--- config.mk ---
export PLATFORM = sky130hd
export DESIGN_NAME = iwr_wiper
export DESIGN_NICKNAME = d
export VERILOG_FILES = /design/src/verilog/iwr_pkg.sv /design/src/verilog/iwr_wiper.sv
export SDC_FILE = /design/constraint.sdc
export NUM_CORES = 1
export LEC_CHECK = 0
export BUFFER_PORTS_ARGS = -buffer_cell sky130_fd_sc_hd__buf_4
export CORE_MARGIN = 10
export CORE_UTILIZATION = 54
export DETAILED_ROUTE_END_ITERATION = 10
export GPL_ROUTABILITY_DRIVEN = 0
export PLACE_DENSITY = 0.73
export SYNTH_ARGS = -nofsm -noshare
export SYNTH_HDL_FRONTEND = slang
export SYNTH_SLANG_ARGS = --single-unit
--- constraint.sdc ---
create_clock -name core_clk -period 4 [get_ports core_clk]
set_input_delay 0.2 -clock core_clk [delete_from_list [all_inputs] [get_ports core_clk]]
set_output_delay 0.2 -clock core_clk [all_outputs]
set_load 0.005 [all_outputs]
--- src/verilog/iwr_pkg.sv ---
// Behaviour
// - Reset loads the wiper register with 3Fh, then digital operation begins.
// - During brown-out the serial interface stays disabled and ignores the bus.
// - Stop puts the interface idle; Start wakes it.
// - Wiper is written and read only over two-wire clock and data transfers.
// - Device is slave only and never drives the clock line.
// - Works at 100 kb/s and 400 kb/s; master stays at or below 400 kb/s.
// - Above reset trip the serial read and write commands still execute.
// - Code 00h selects the zero-scale tap.
// - Code 7Fh selects the full-scale tap; code is seven bits.
// - Data line is only pulled low or released, sampled through hysteresis.
// - Clock and data inputs are glitch filtered before use.
// - Only fixed address 0101111 after Start is answered.
// - General call is not acknowledged; data line stays released.
// - Clock is never held low to stretch a transfer.
// - Malformed commands release data and are ignored until next Start.
package iwr_pkg;
   localparam int CLK_HZ = 125000000;
   localparam int MAX_BIT_RATE_BPS = 400000;
   localparam int SPIKE_NS = 50;
   localparam int SPIKE_CYC = (SPIKE_NS * (CLK_HZ / 1000000) + 999) / 1000;
   localparam int WIPER_W = 7;
   localparam logic [6:0] WIPER_DEFAULT = 7'h3F;
   localparam logic [6:0] WIPER_ZERO = 7'h00;
   localparam logic [6:0] WIPER_FULL = 7'h7F;
   localparam logic [6:0] SLAVE_ADDR = 7'h2F;
   localparam logic [6:0] GEN_CALL = 7'h00;
   localparam logic [3:0] BIT_LAST = 4'h7;
   localparam logic [3:0] BIT_ZERO = 4'h0;
   typedef enum logic [2:0] {
      ST_IDLE = 3'b000,
      ST_ADDR = 3'b001,
      ST_AACK = 3'b010,
      ST_WDATA = 3'b011,
      ST_WACK = 3'b100,
      ST_RDATA = 3'b101,
      ST_RACK = 3'b110,
      ST_IGNORE = 3'b111
   } iwr_state_t;
endpackage

--- src/verilog/iwr_wiper.sv ---
`timescale 1ns/100ps
module iwr_wiper #(
   parameter int FILT_CYC = iwr_pkg::SPIKE_CYC
) (
   input wire logic core_clk,
   input wire logic rst_b,
   input wire logic brown_out,
   input wire logic scl_i,
   input wire logic sda_i,
   output logic sda_o,
   output logic sda_oe,
   output logic scl_o,
   output logic scl_oe,
   output logic [iwr_pkg::WIPER_W-1:0] tap_sel,
   output logic bus_active
);
   import iwr_pkg::*;

   // ------------------------------------------------------------
   // Synchronisers and glitch filters
   // ------------------------------------------------------------
   logic [1:0] scl_s_q, sda_s_q, scl_s_d, sda_s_d;
   logic [7:0] scl_cnt_q, sda_cnt_q, scl_cnt_d, sda_cnt_d;
   logic scl_f_q, sda_f_q, scl_f_d, sda_f_d;
   logic scl_p_q, sda_p_q;
   logic bo_s1_q, bo_s2_q;

   always_comb begin
      scl_s_d = {scl_s_q[0], scl_i};
      sda_s_d = {sda_s_q[0], sda_i};
      scl_cnt_d = 8'h00;
      sda_cnt_d = 8'h00;
      scl_f_d = scl_f_q;
      sda_f_d = sda_f_q;
      // Level must hold FILT_CYC cycles before it is taken
      if (scl_s_q[1] != scl_f_q) begin
         scl_cnt_d = scl_cnt_q + 8'h01;
         if (scl_cnt_q >= 8'(FILT_CYC - 1)) begin
            scl_f_d = scl_s_q[1];
            scl_cnt_d = 8'h00;
         end
      end
      if (sda_s_q[1] != sda_f_q) begin
         sda_cnt_d = sda_cnt_q + 8'h01;
         if (sda_cnt_q >= 8'(FILT_CYC - 1)) begin
            sda_f_d = sda_s_q[1];
            sda_cnt_d = 8'h00;
         end
      end
   end

   always_ff @(posedge core_clk or negedge rst_b) begin
      if (!rst_b) begin
         scl_s_q <= 2'h3;
         sda_s_q <= 2'h3;
         scl_cnt_q <= 8'h00;
         sda_cnt_q <= 8'h00;
         scl_f_q <= 1'b1;
         sda_f_q <= 1'b1;
         scl_p_q <= 1'b1;
         sda_p_q <= 1'b1;
         bo_s1_q <= 1'b1;
         bo_s2_q <= 1'b1;
      end else begin
         scl_s_q <= scl_s_d;
         sda_s_q <= sda_s_d;
         scl_cnt_q <= scl_cnt_d;
         sda_cnt_q <= sda_cnt_d;
         scl_f_q <= scl_f_d;
         sda_f_q <= sda_f_d;
         scl_p_q <= scl_f_q;
         sda_p_q <= sda_f_q;
         bo_s1_q <= brown_out;
         bo_s2_q <= bo_s1_q;
      end
   end

   logic scl_rise, scl_fall, start_det, stop_det;
   assign scl_rise = scl_f_q && !scl_p_q;
   assign scl_fall = !scl_f_q && scl_p_q;
   assign start_det = scl_f_q && scl_p_q && sda_p_q && !sda_f_q;
   assign stop_det = scl_f_q && scl_p_q && !sda_p_q && sda_f_q;

   // ------------------------------------------------------------
   // Protocol engine
   // ------------------------------------------------------------
   iwr_state_t st_q, st_d;
   logic [3:0] bit_q, bit_d;
   logic [7:0] sh_q, sh_d;
   logic [6:0] wiper_q, wiper_d;
   logic drv_q, drv_d;

   always_comb begin
      st_d = st_q;
      bit_d = bit_q;
      sh_d = sh_q;
      wiper_d = wiper_q;
      drv_d = drv_q;
      if (bo_s2_q) begin
         // Interface held off during brown-out
         st_d = ST_IDLE;
         drv_d = 1'b0;
         bit_d = BIT_ZERO;
      end else if (stop_det) begin
         st_d = ST_IDLE;
         drv_d = 1'b0;
      end else if (start_det) begin
         st_d = ST_ADDR;
         bit_d = BIT_ZERO;
         drv_d = 1'b0;
      end else begin
         unique case (st_q)
            ST_IDLE, ST_IGNORE: begin
               drv_d = 1'b0;
            end
            ST_ADDR, ST_WDATA: begin
               if (scl_rise) begin
                  sh_d = {sh_q[6:0], sda_f_q};
                  bit_d = bit_q + 4'h1;
               end
               if (scl_fall && bit_q == BIT_LAST + 4'h1) begin
                  bit_d = BIT_ZERO;
                  if (st_q == ST_WDATA) begin
                     // Seven-bit code, 00h zero scale to 7Fh full
                     wiper_d = sh_q[6:0];
                     drv_d = 1'b1;
                     st_d = ST_WACK;
                  end else if (sh_q[7:1] == SLAVE_ADDR) begin
                     drv_d = 1'b1;
                     st_d = ST_AACK;
                  end else begin
                     // Other addresses and general call left unanswered
                     st_d = ST_IGNORE;
                  end
               end
            end
            ST_AACK, ST_WACK: begin
               if (scl_fall) begin
                  drv_d = 1'b0;
                  if (sh_q[0] && st_q == ST_AACK) begin
                     st_d = ST_RDATA;
                     sh_d = {1'b0, wiper_q};
                     // Bit 7 reads as zero, so pull low
                     drv_d = 1'b1;
                  end else begin
                     st_d = ST_WDATA;
                  end
               end
            end
            ST_RDATA: begin
               if (scl_fall) begin
                  bit_d = bit_q + 4'h1;
                  sh_d = {sh_q[6:0], 1'b0};
                  drv_d = !sh_q[6];
                  if (bit_q == BIT_LAST) begin
                     drv_d = 1'b0;
                     bit_d = BIT_ZERO;
                     st_d = ST_RACK;
                  end
               end
            end
            ST_RACK: begin
               // Master NACK ends the read; ACK reloads the next byte
               if (scl_rise && sda_f_q) begin
                  st_d = ST_IGNORE;
               end else if (scl_fall) begin
                  st_d = ST_RDATA;
                  sh_d = {1'b0, wiper_q};
                  bit_d = BIT_ZERO;
                  drv_d = 1'b1;
               end
            end
         endcase
      end
   end

   always_ff @(posedge core_clk or negedge rst_b) begin
      if (!rst_b) begin
         st_q <= ST_IDLE;
         bit_q <= BIT_ZERO;
         sh_q <= 8'h00;
         wiper_q <= WIPER_DEFAULT;
         drv_q <= 1'b0;
      end else begin
         st_q <= st_d;
         bit_q <= bit_d;
         sh_q <= sh_d;
         wiper_q <= wiper_d;
         drv_q <= drv_d;
      end
   end

   // Open drain only: low or released
   assign sda_o = 1'b0;
   assign sda_oe = drv_q;
   // Clock never driven, never stretched
   assign scl_o = 1'b0;
   assign scl_oe = 1'b0;
   assign tap_sel = wiper_q;
   assign bus_active = (st_q != ST_IDLE);
endmodule
# Word-level counts from Yosys, hierarchy flattened
# Cells that the tools add are included.
[op_classes]
n_reduce_logical = 30
mux = 47
add_sub_neg = 3
n_bitwise = 3
n_eq_ne = 31
n_lt_le_gt_ge = 2
[op_table]
columns = ["cell", "n"]
rows = [
  ["2-to-1 mux 8 bit", 10],
  ["2-to-1 mux 3 bit", 12],
  ["2-to-1 mux 4 bit", 9],
  ["!= test 5 bit, second input constant", 7],
  ["one-hot mux 8 bit (4 select lines)", 1],
  ["AND reduction 6 bit", 4],
  ["adder 8 x 1 -> 8 bit, second input constant", 2],
  ["greater-or-equal comparator 8 x 3 -> 1 bit, second input constant", 2],
  ["!= test 2 bit, second input constant", 7],
  ["== test 3 bit, second input constant", 4],
  ["2-to-1 mux 1 bit", 12],
  ["!= test 4 bit, second input constant", 3],
  ["!= test 6 bit, second input constant", 2],
  ["one-hot mux 3 bit (4 select lines)", 1],
  ["one-hot mux 4 bit (3 select lines)", 1],
  ["logical AND 1 bit", 10],
  ["AND reduction 10 bit", 1],
  ["== test 7 x 6 -> 1 bit, second input constant", 1],
  ["nonzero test 7 bit", 1],
  ["== test 3 x 2 -> 1 bit, second input constant", 2],
  ["OR reduction 2 bit", 3],
  ["zero test 1 bit", 5],
  ["one-hot mux 1 bit (5 select lines)", 1],
  ["nonzero test 5 bit", 1],
  ["10 further kinds", 14],
]
[word_totals]
in_bits = 5
ff_bits = 49
elab_cells = 131
output_inout_bits = 12

# Longest topological paths before layout
[logic_depth]
depth_word = 8
depth_mapped = 7
mapped_depth_nobuf = 7

# Worst setup path after synthesis
# OpenSTA, ideal clock, no wires.
[synth_timing]
kind = "flip-flop to flip-flop"
from = "register sda_f_q"
to = "register drv_q, in the netlist sda_oe"
setup_time_ns = 0.121
slack_ns = 2.011
t_required_ns = 3.879
synth_period_minus_slack_ns = 1.989
path_buffers = 1
t_arrival_ns = 1.868
path_stages_with_launch = 7
cell_sequence = "dfstp_2 buf_6 xor2_1 a31o_4 or4_4 and3_4 a22o_1"
[synth_between]
elab_chain_cells = 5
elab_cells_between_ends = 14
cone_classes = "6 x eq/ne; 3 x mux; 5 x reduce/logical"
[synth_lines]
columns = ["element", "line", "rtl"]
rows = [
  ["start: declaration", "iwr_wiper.sv:24", "logic scl_f_q, sda_f_q, scl_f_d, sda_f_d;"],
  ["start signal: assignment", "iwr_wiper.sv:59", "sda_f_q <= 1'b1;"],
  ["start signal: assignment", "iwr_wiper.sv:70", "sda_f_q <= sda_f_d;"],
  ["parallel branches: the longest is 5 deep, another holds != test 6 bit", "-", ""],
  ["end signal: assignment", "iwr_wiper.sv:189", "drv_q <= drv_d;"],
  ["end: declaration", "iwr_wiper.sv:91", "logic drv_q, drv_d;"],
]
# Parallel ways; which one is timed is not known.
# A chain may end at the register's enable or synchronous reset.

# Final worst setup path
[layout_timing]
from = "register st_q[2]"
to = "register sh_q[6]"
[layout_between]
elab_chain_cells = 4
elab_cells_between_ends = 18
cone_classes = "12 x eq/ne; 1 x mux; 5 x reduce/logical"
[layout_lines]
columns = ["element", "line", "rtl"]
rows = [
  ["start: declaration", "iwr_wiper.sv:87", "iwr_state_t st_q, st_d;"],
  ["start signal: assignment", "iwr_wiper.sv:185", "st_q <= st_d;"],
  ["== test 3 x 2 -> 1 bit, or another cell as far along", "iwr_wiper.sv:112, iwr_wiper.sv:140", ""],
  ["OR reduction 2 bit or logical AND 1 bit (tied branches)", "iwr_wiper.sv:112, iwr_wiper.sv:140", ""],
  ["nonzero test 4 bit (no line) or != test 2 bit (tied branches)", "-", ""],
  ["AND reduction 10 bit (no line)", "-", ""],
  ["end signal: assignment", "iwr_wiper.sv:181", "sh_q <= 8'h00;"],
  ["end signal: assignment", "iwr_wiper.sv:187", "sh_q <= sh_d;"],
  ["end: declaration", "iwr_wiper.sv:89", "logic [7:0] sh_q, sh_d;"],
]
# Parallel ways exist; a longest one is shown, timed or not.

==> results.sh <==
export IMPL_track_usage_pct=11.72
export IMPL_cts_resized=0
export IMPL_dp_hpwl_um=2941
export IMPL_drc=0
export IMPL_yosysMostFrequentCell="dfrtp_1"
export IMPL_antenna_found_initial=0
export IMPL_critPathMaxFanout=18
export IMPL_maxCapViolations=0
export IMPL_rows=24
export IMPL_slew_violations=0
export IMPL_design_core_area_um2=4354
export IMPL_power_density_nw_per_um2=399.7
export IMPL_syn_to_final_growth_pct=10.86
export IMPL_synth_compound_area_share_pct=11.69
export IMPL_criticalPathCategory="flip-flop to flip-flop"
export IMPL_irDropWorstVdd_uv=234.7
export IMPL_min_path_cells=0
export IMPL_cts_clk_slew_worst_paths_ns=0.09
export IMPL_ys_warn_count=0
export IMPL_synthArstFlopShare_pct=100.0
export IMPL_synth_top_family_by_area="simple AND/OR/NAND/NOR gates"
export IMPL_via_count=1566
export IMPL_setup_viol=0
export IMPL_root_buffer="clkbuf_8"
export IMPL_die_w_um=86.94
export IMPL_hold_viol=0
export IMPL_worst_slew_pin_slew_ns=0.7649
export IMPL_rsz0062_at_grt="false"
export IMPL_synth_largest_area_cell="dfrtp_1"
export IMPL_min_from="sda_s_q[0]"
export IMPL_r2r_start="st_q[2]"
export IMPL_ioPinCount=17
export IMPL_die_area_um2=7559
export IMPL_crit_required_ns=4.19
export IMPL_worst_hold_path_endpoint="sda_s_q[1]"
export IMPL_finalCritPeriodShare_pct=55.83
export IMPL_final_area_um2=2683
export IMPL_synthSimpleGateAreaFrac_pct=14.99
export IMPL_numCtsBuffers=5
export IMPL_ys_flop_type="dfrtp_1"
export IMPL_syn_area_per_cell_um2=11.80
export IMPL_drtIter0Drc=90
export IMPL_fmax_mhz=447.8
export IMPL_h_tree_depth=2
export IMPL_fp_dieH_um=86.94
export IMPL_grt_max_degree=50
export IMPL_synthTopCellsByCount="33 x dfrtp_1, 26 x mux2_2, 16 x dfstp_2"
export IMPL_fin_skew_ns=0.007353
export IMPL_place_worst_setup_slack_ns=1.758
export IMPL_setup_ws_ns=1.767
export IMPL_first_pass_iters=4
export IMPL_drtAntennaViolNets=0
export IMPL_synthTopCellsByArea="dfrtp_1 34%, dfstp_2 17%, mux2_2 12%, ha_1 3.1%, nor2b_1 2.3%"
export IMPL_initial_core_util_pct=55.57
export IMPL_synth_xor_area_share_pct=2.172
export IMPL_viasPerCell=5.553
export IMPL_dpl_cell_area_um2=2546
export IMPL_tns_ns=0
export IMPL_min_path_type="flip-flop to flip-flop"
export IMPL_synth_cell_types=52
export IMPL_critical_path_startpoint="st_q[2]"
export IMPL_routedWlPerCell_um=14.44
export IMPL_syn_area_um2=2420
export IMPL_synth_top_cell_area_share_pct=34.13
export IMPL_synth_ff_latch_count=49
export IMPL_slew_headroom_pct=48.54
export IMPL_portBuffers=13
export IMPL_grt_pass1_vias=1498
export IMPL_ys_seq_area_share_pct=51.50
export IMPL_clock_path_buffers=2
export IMPL_status="complete, no violations"
export IMPL_synth_fa_ha_area_share_pct=3.102
export IMPL_power_leakage_nw=1.160
export IMPL_power_total_w=0.001072
export IMPL_setup_worst_path_start_class="flip-flop"
export IMPL_gr_total_overflow=0
export IMPL_syn_inst=205
export IMPL_insertion_delay_ns=0.30
export IMPL_synth_mux_area_share_pct=12.10
export IMPL_cts_tree="built"
export IMPL_wl_um=4073
export IMPL_r2r_cells=4
export IMPL_crit_path_end_kind="flip-flop"
export IMPL_fin_nets=240
export IMPL_reg2reg_slack_ns=1.77
export IMPL_grt_pass1_wl_um=7189
export IMPL_period_needed_ns=2.233
export IMPL_r2r_end="sh_q[6]"
export IMPL_synth_edf_count=0
export IMPL_antennaDiodeCount=0
export IMPL_clock_sinks=49
export IMPL_arrival_ns=2.42
export IMPL_drive_gt1_share_pct=31.30
==> critical path, cell delays in order (launching register included) <==
cell and delay, ns:
dfrtp_1 0.64, or2_2 0.20, nor2b_1 0.60, mux2_2 0.41, mux2_2 0.26
==> routing by layer <==
metal | share of wire (%) | wire [um] | global-route usage (%) | vias to the layer above
met5 | 0 | 0 | 0 | -
met4 | 1.2 | 48 | 4.418 | 0
met3 | 4.8 | 195 | 3.839 | 5
met2 | 46 | 1887 | 17.39 | 29
met1 | 48 | 1940 | 15.45 | 767
li1 | - | - | - | 765
==> registers in the layout (all words and copies together), names as in the netlist, 2 cells and up <==
signal and count:
sda_cnt_q 8, scl_s_q 2, sda_s_q 2, scl_cnt_q 8
st_q 3, sh_q 8, tap_sel 7, bit_q 4
==> timing repair <==
action	CTS	global route
hold endpoints to repair	36	0
hold buffers	4	0
setup buffers	0	0
==> cell usage in the layout (no fill, tap or decap), drive strengths merged, types with 2 or more instances in the layout <==
cell and n:
mux2 26, clkbuf 6, clkinv 2, nand2 13
a21oi 4, o21ai 11, o211ai 2, xor2 4
nand3b 4, a22o 3, nor4 4, xnor2 2
and2 2, a22oi 2, buf 13, a211oi 3
nor2 12, nor2b 9, dlygate4sd3 4, inv 6
dfstp 16, ha 6, nand2b 3, nand3 2
o21a 2, conb 13, and3 2, dfrtp 33
==> metrics by stage <==
| step | utilization (%) | hold slack [ns] | cells |
|---|---|---|---|
| after floorplan | - | -0.09559 | 217 |
| after global placement | 58.48 | 0.2456 | 270 |
| after detailed placement | 58.48 | 0.2430 | 270 |
| after CTS | 61.61 | 0.3593 | 282 |
| after global routing | 61.61 | 0.3635 | 282 |
| final | 61.61 | 0.3549 | 282 |
==> worst max path at each step <==
stage,to,slack (ns),depth (start not counted)
after global routing,sh_q[5],1.51,5
after CTS,sh_q[3],1.75,4
after floorplan,sda_oe,2.01,6
after detailed placement,sh_q[3],1.76,4
after global placement,sh_q[3],1.79,4
final,sh_q[6],1.77,4
==> kinds of logic (layout without fill, tap and decap cells) <==
| group | count (synthesis) | in the layout |
|---|---|---|
| AOI/OAI and AO/OA | 39 | 39 |
| and+or+nand+nor | 60 | 60 |
| DFF | 49 | 49 |
| adders and majority gates | 6 | 6 |
| xor gates and xnor gates | 6 | 6 |
| buffers and inverters | 18 | 31 |
| other | 1 | 13 |
| muxes | 26 | 26 |
==> where the power goes <==
part	switching [W]	internal (W)	leakage, nW
Combinational	0.0000665	0.0000959	0.520
Clock	0.000154	0.000140	0.0512
Sequential	0.0000610	0.000555	0.589
==> cell type report <==
cell class                      count  area, um^2
Fill cell                         373        1672
Sequential cell                    49        1246
Multi-Input combinational cell    150        1115
Timing Repair Buffer               17       137.6
Clock buffer                        6       82.58
Tap cell                           52       65.06
Inverter                            6       22.52
Clock inverter                      2       13.76
No activity file was read; power rests on OpenSTA's default activity.
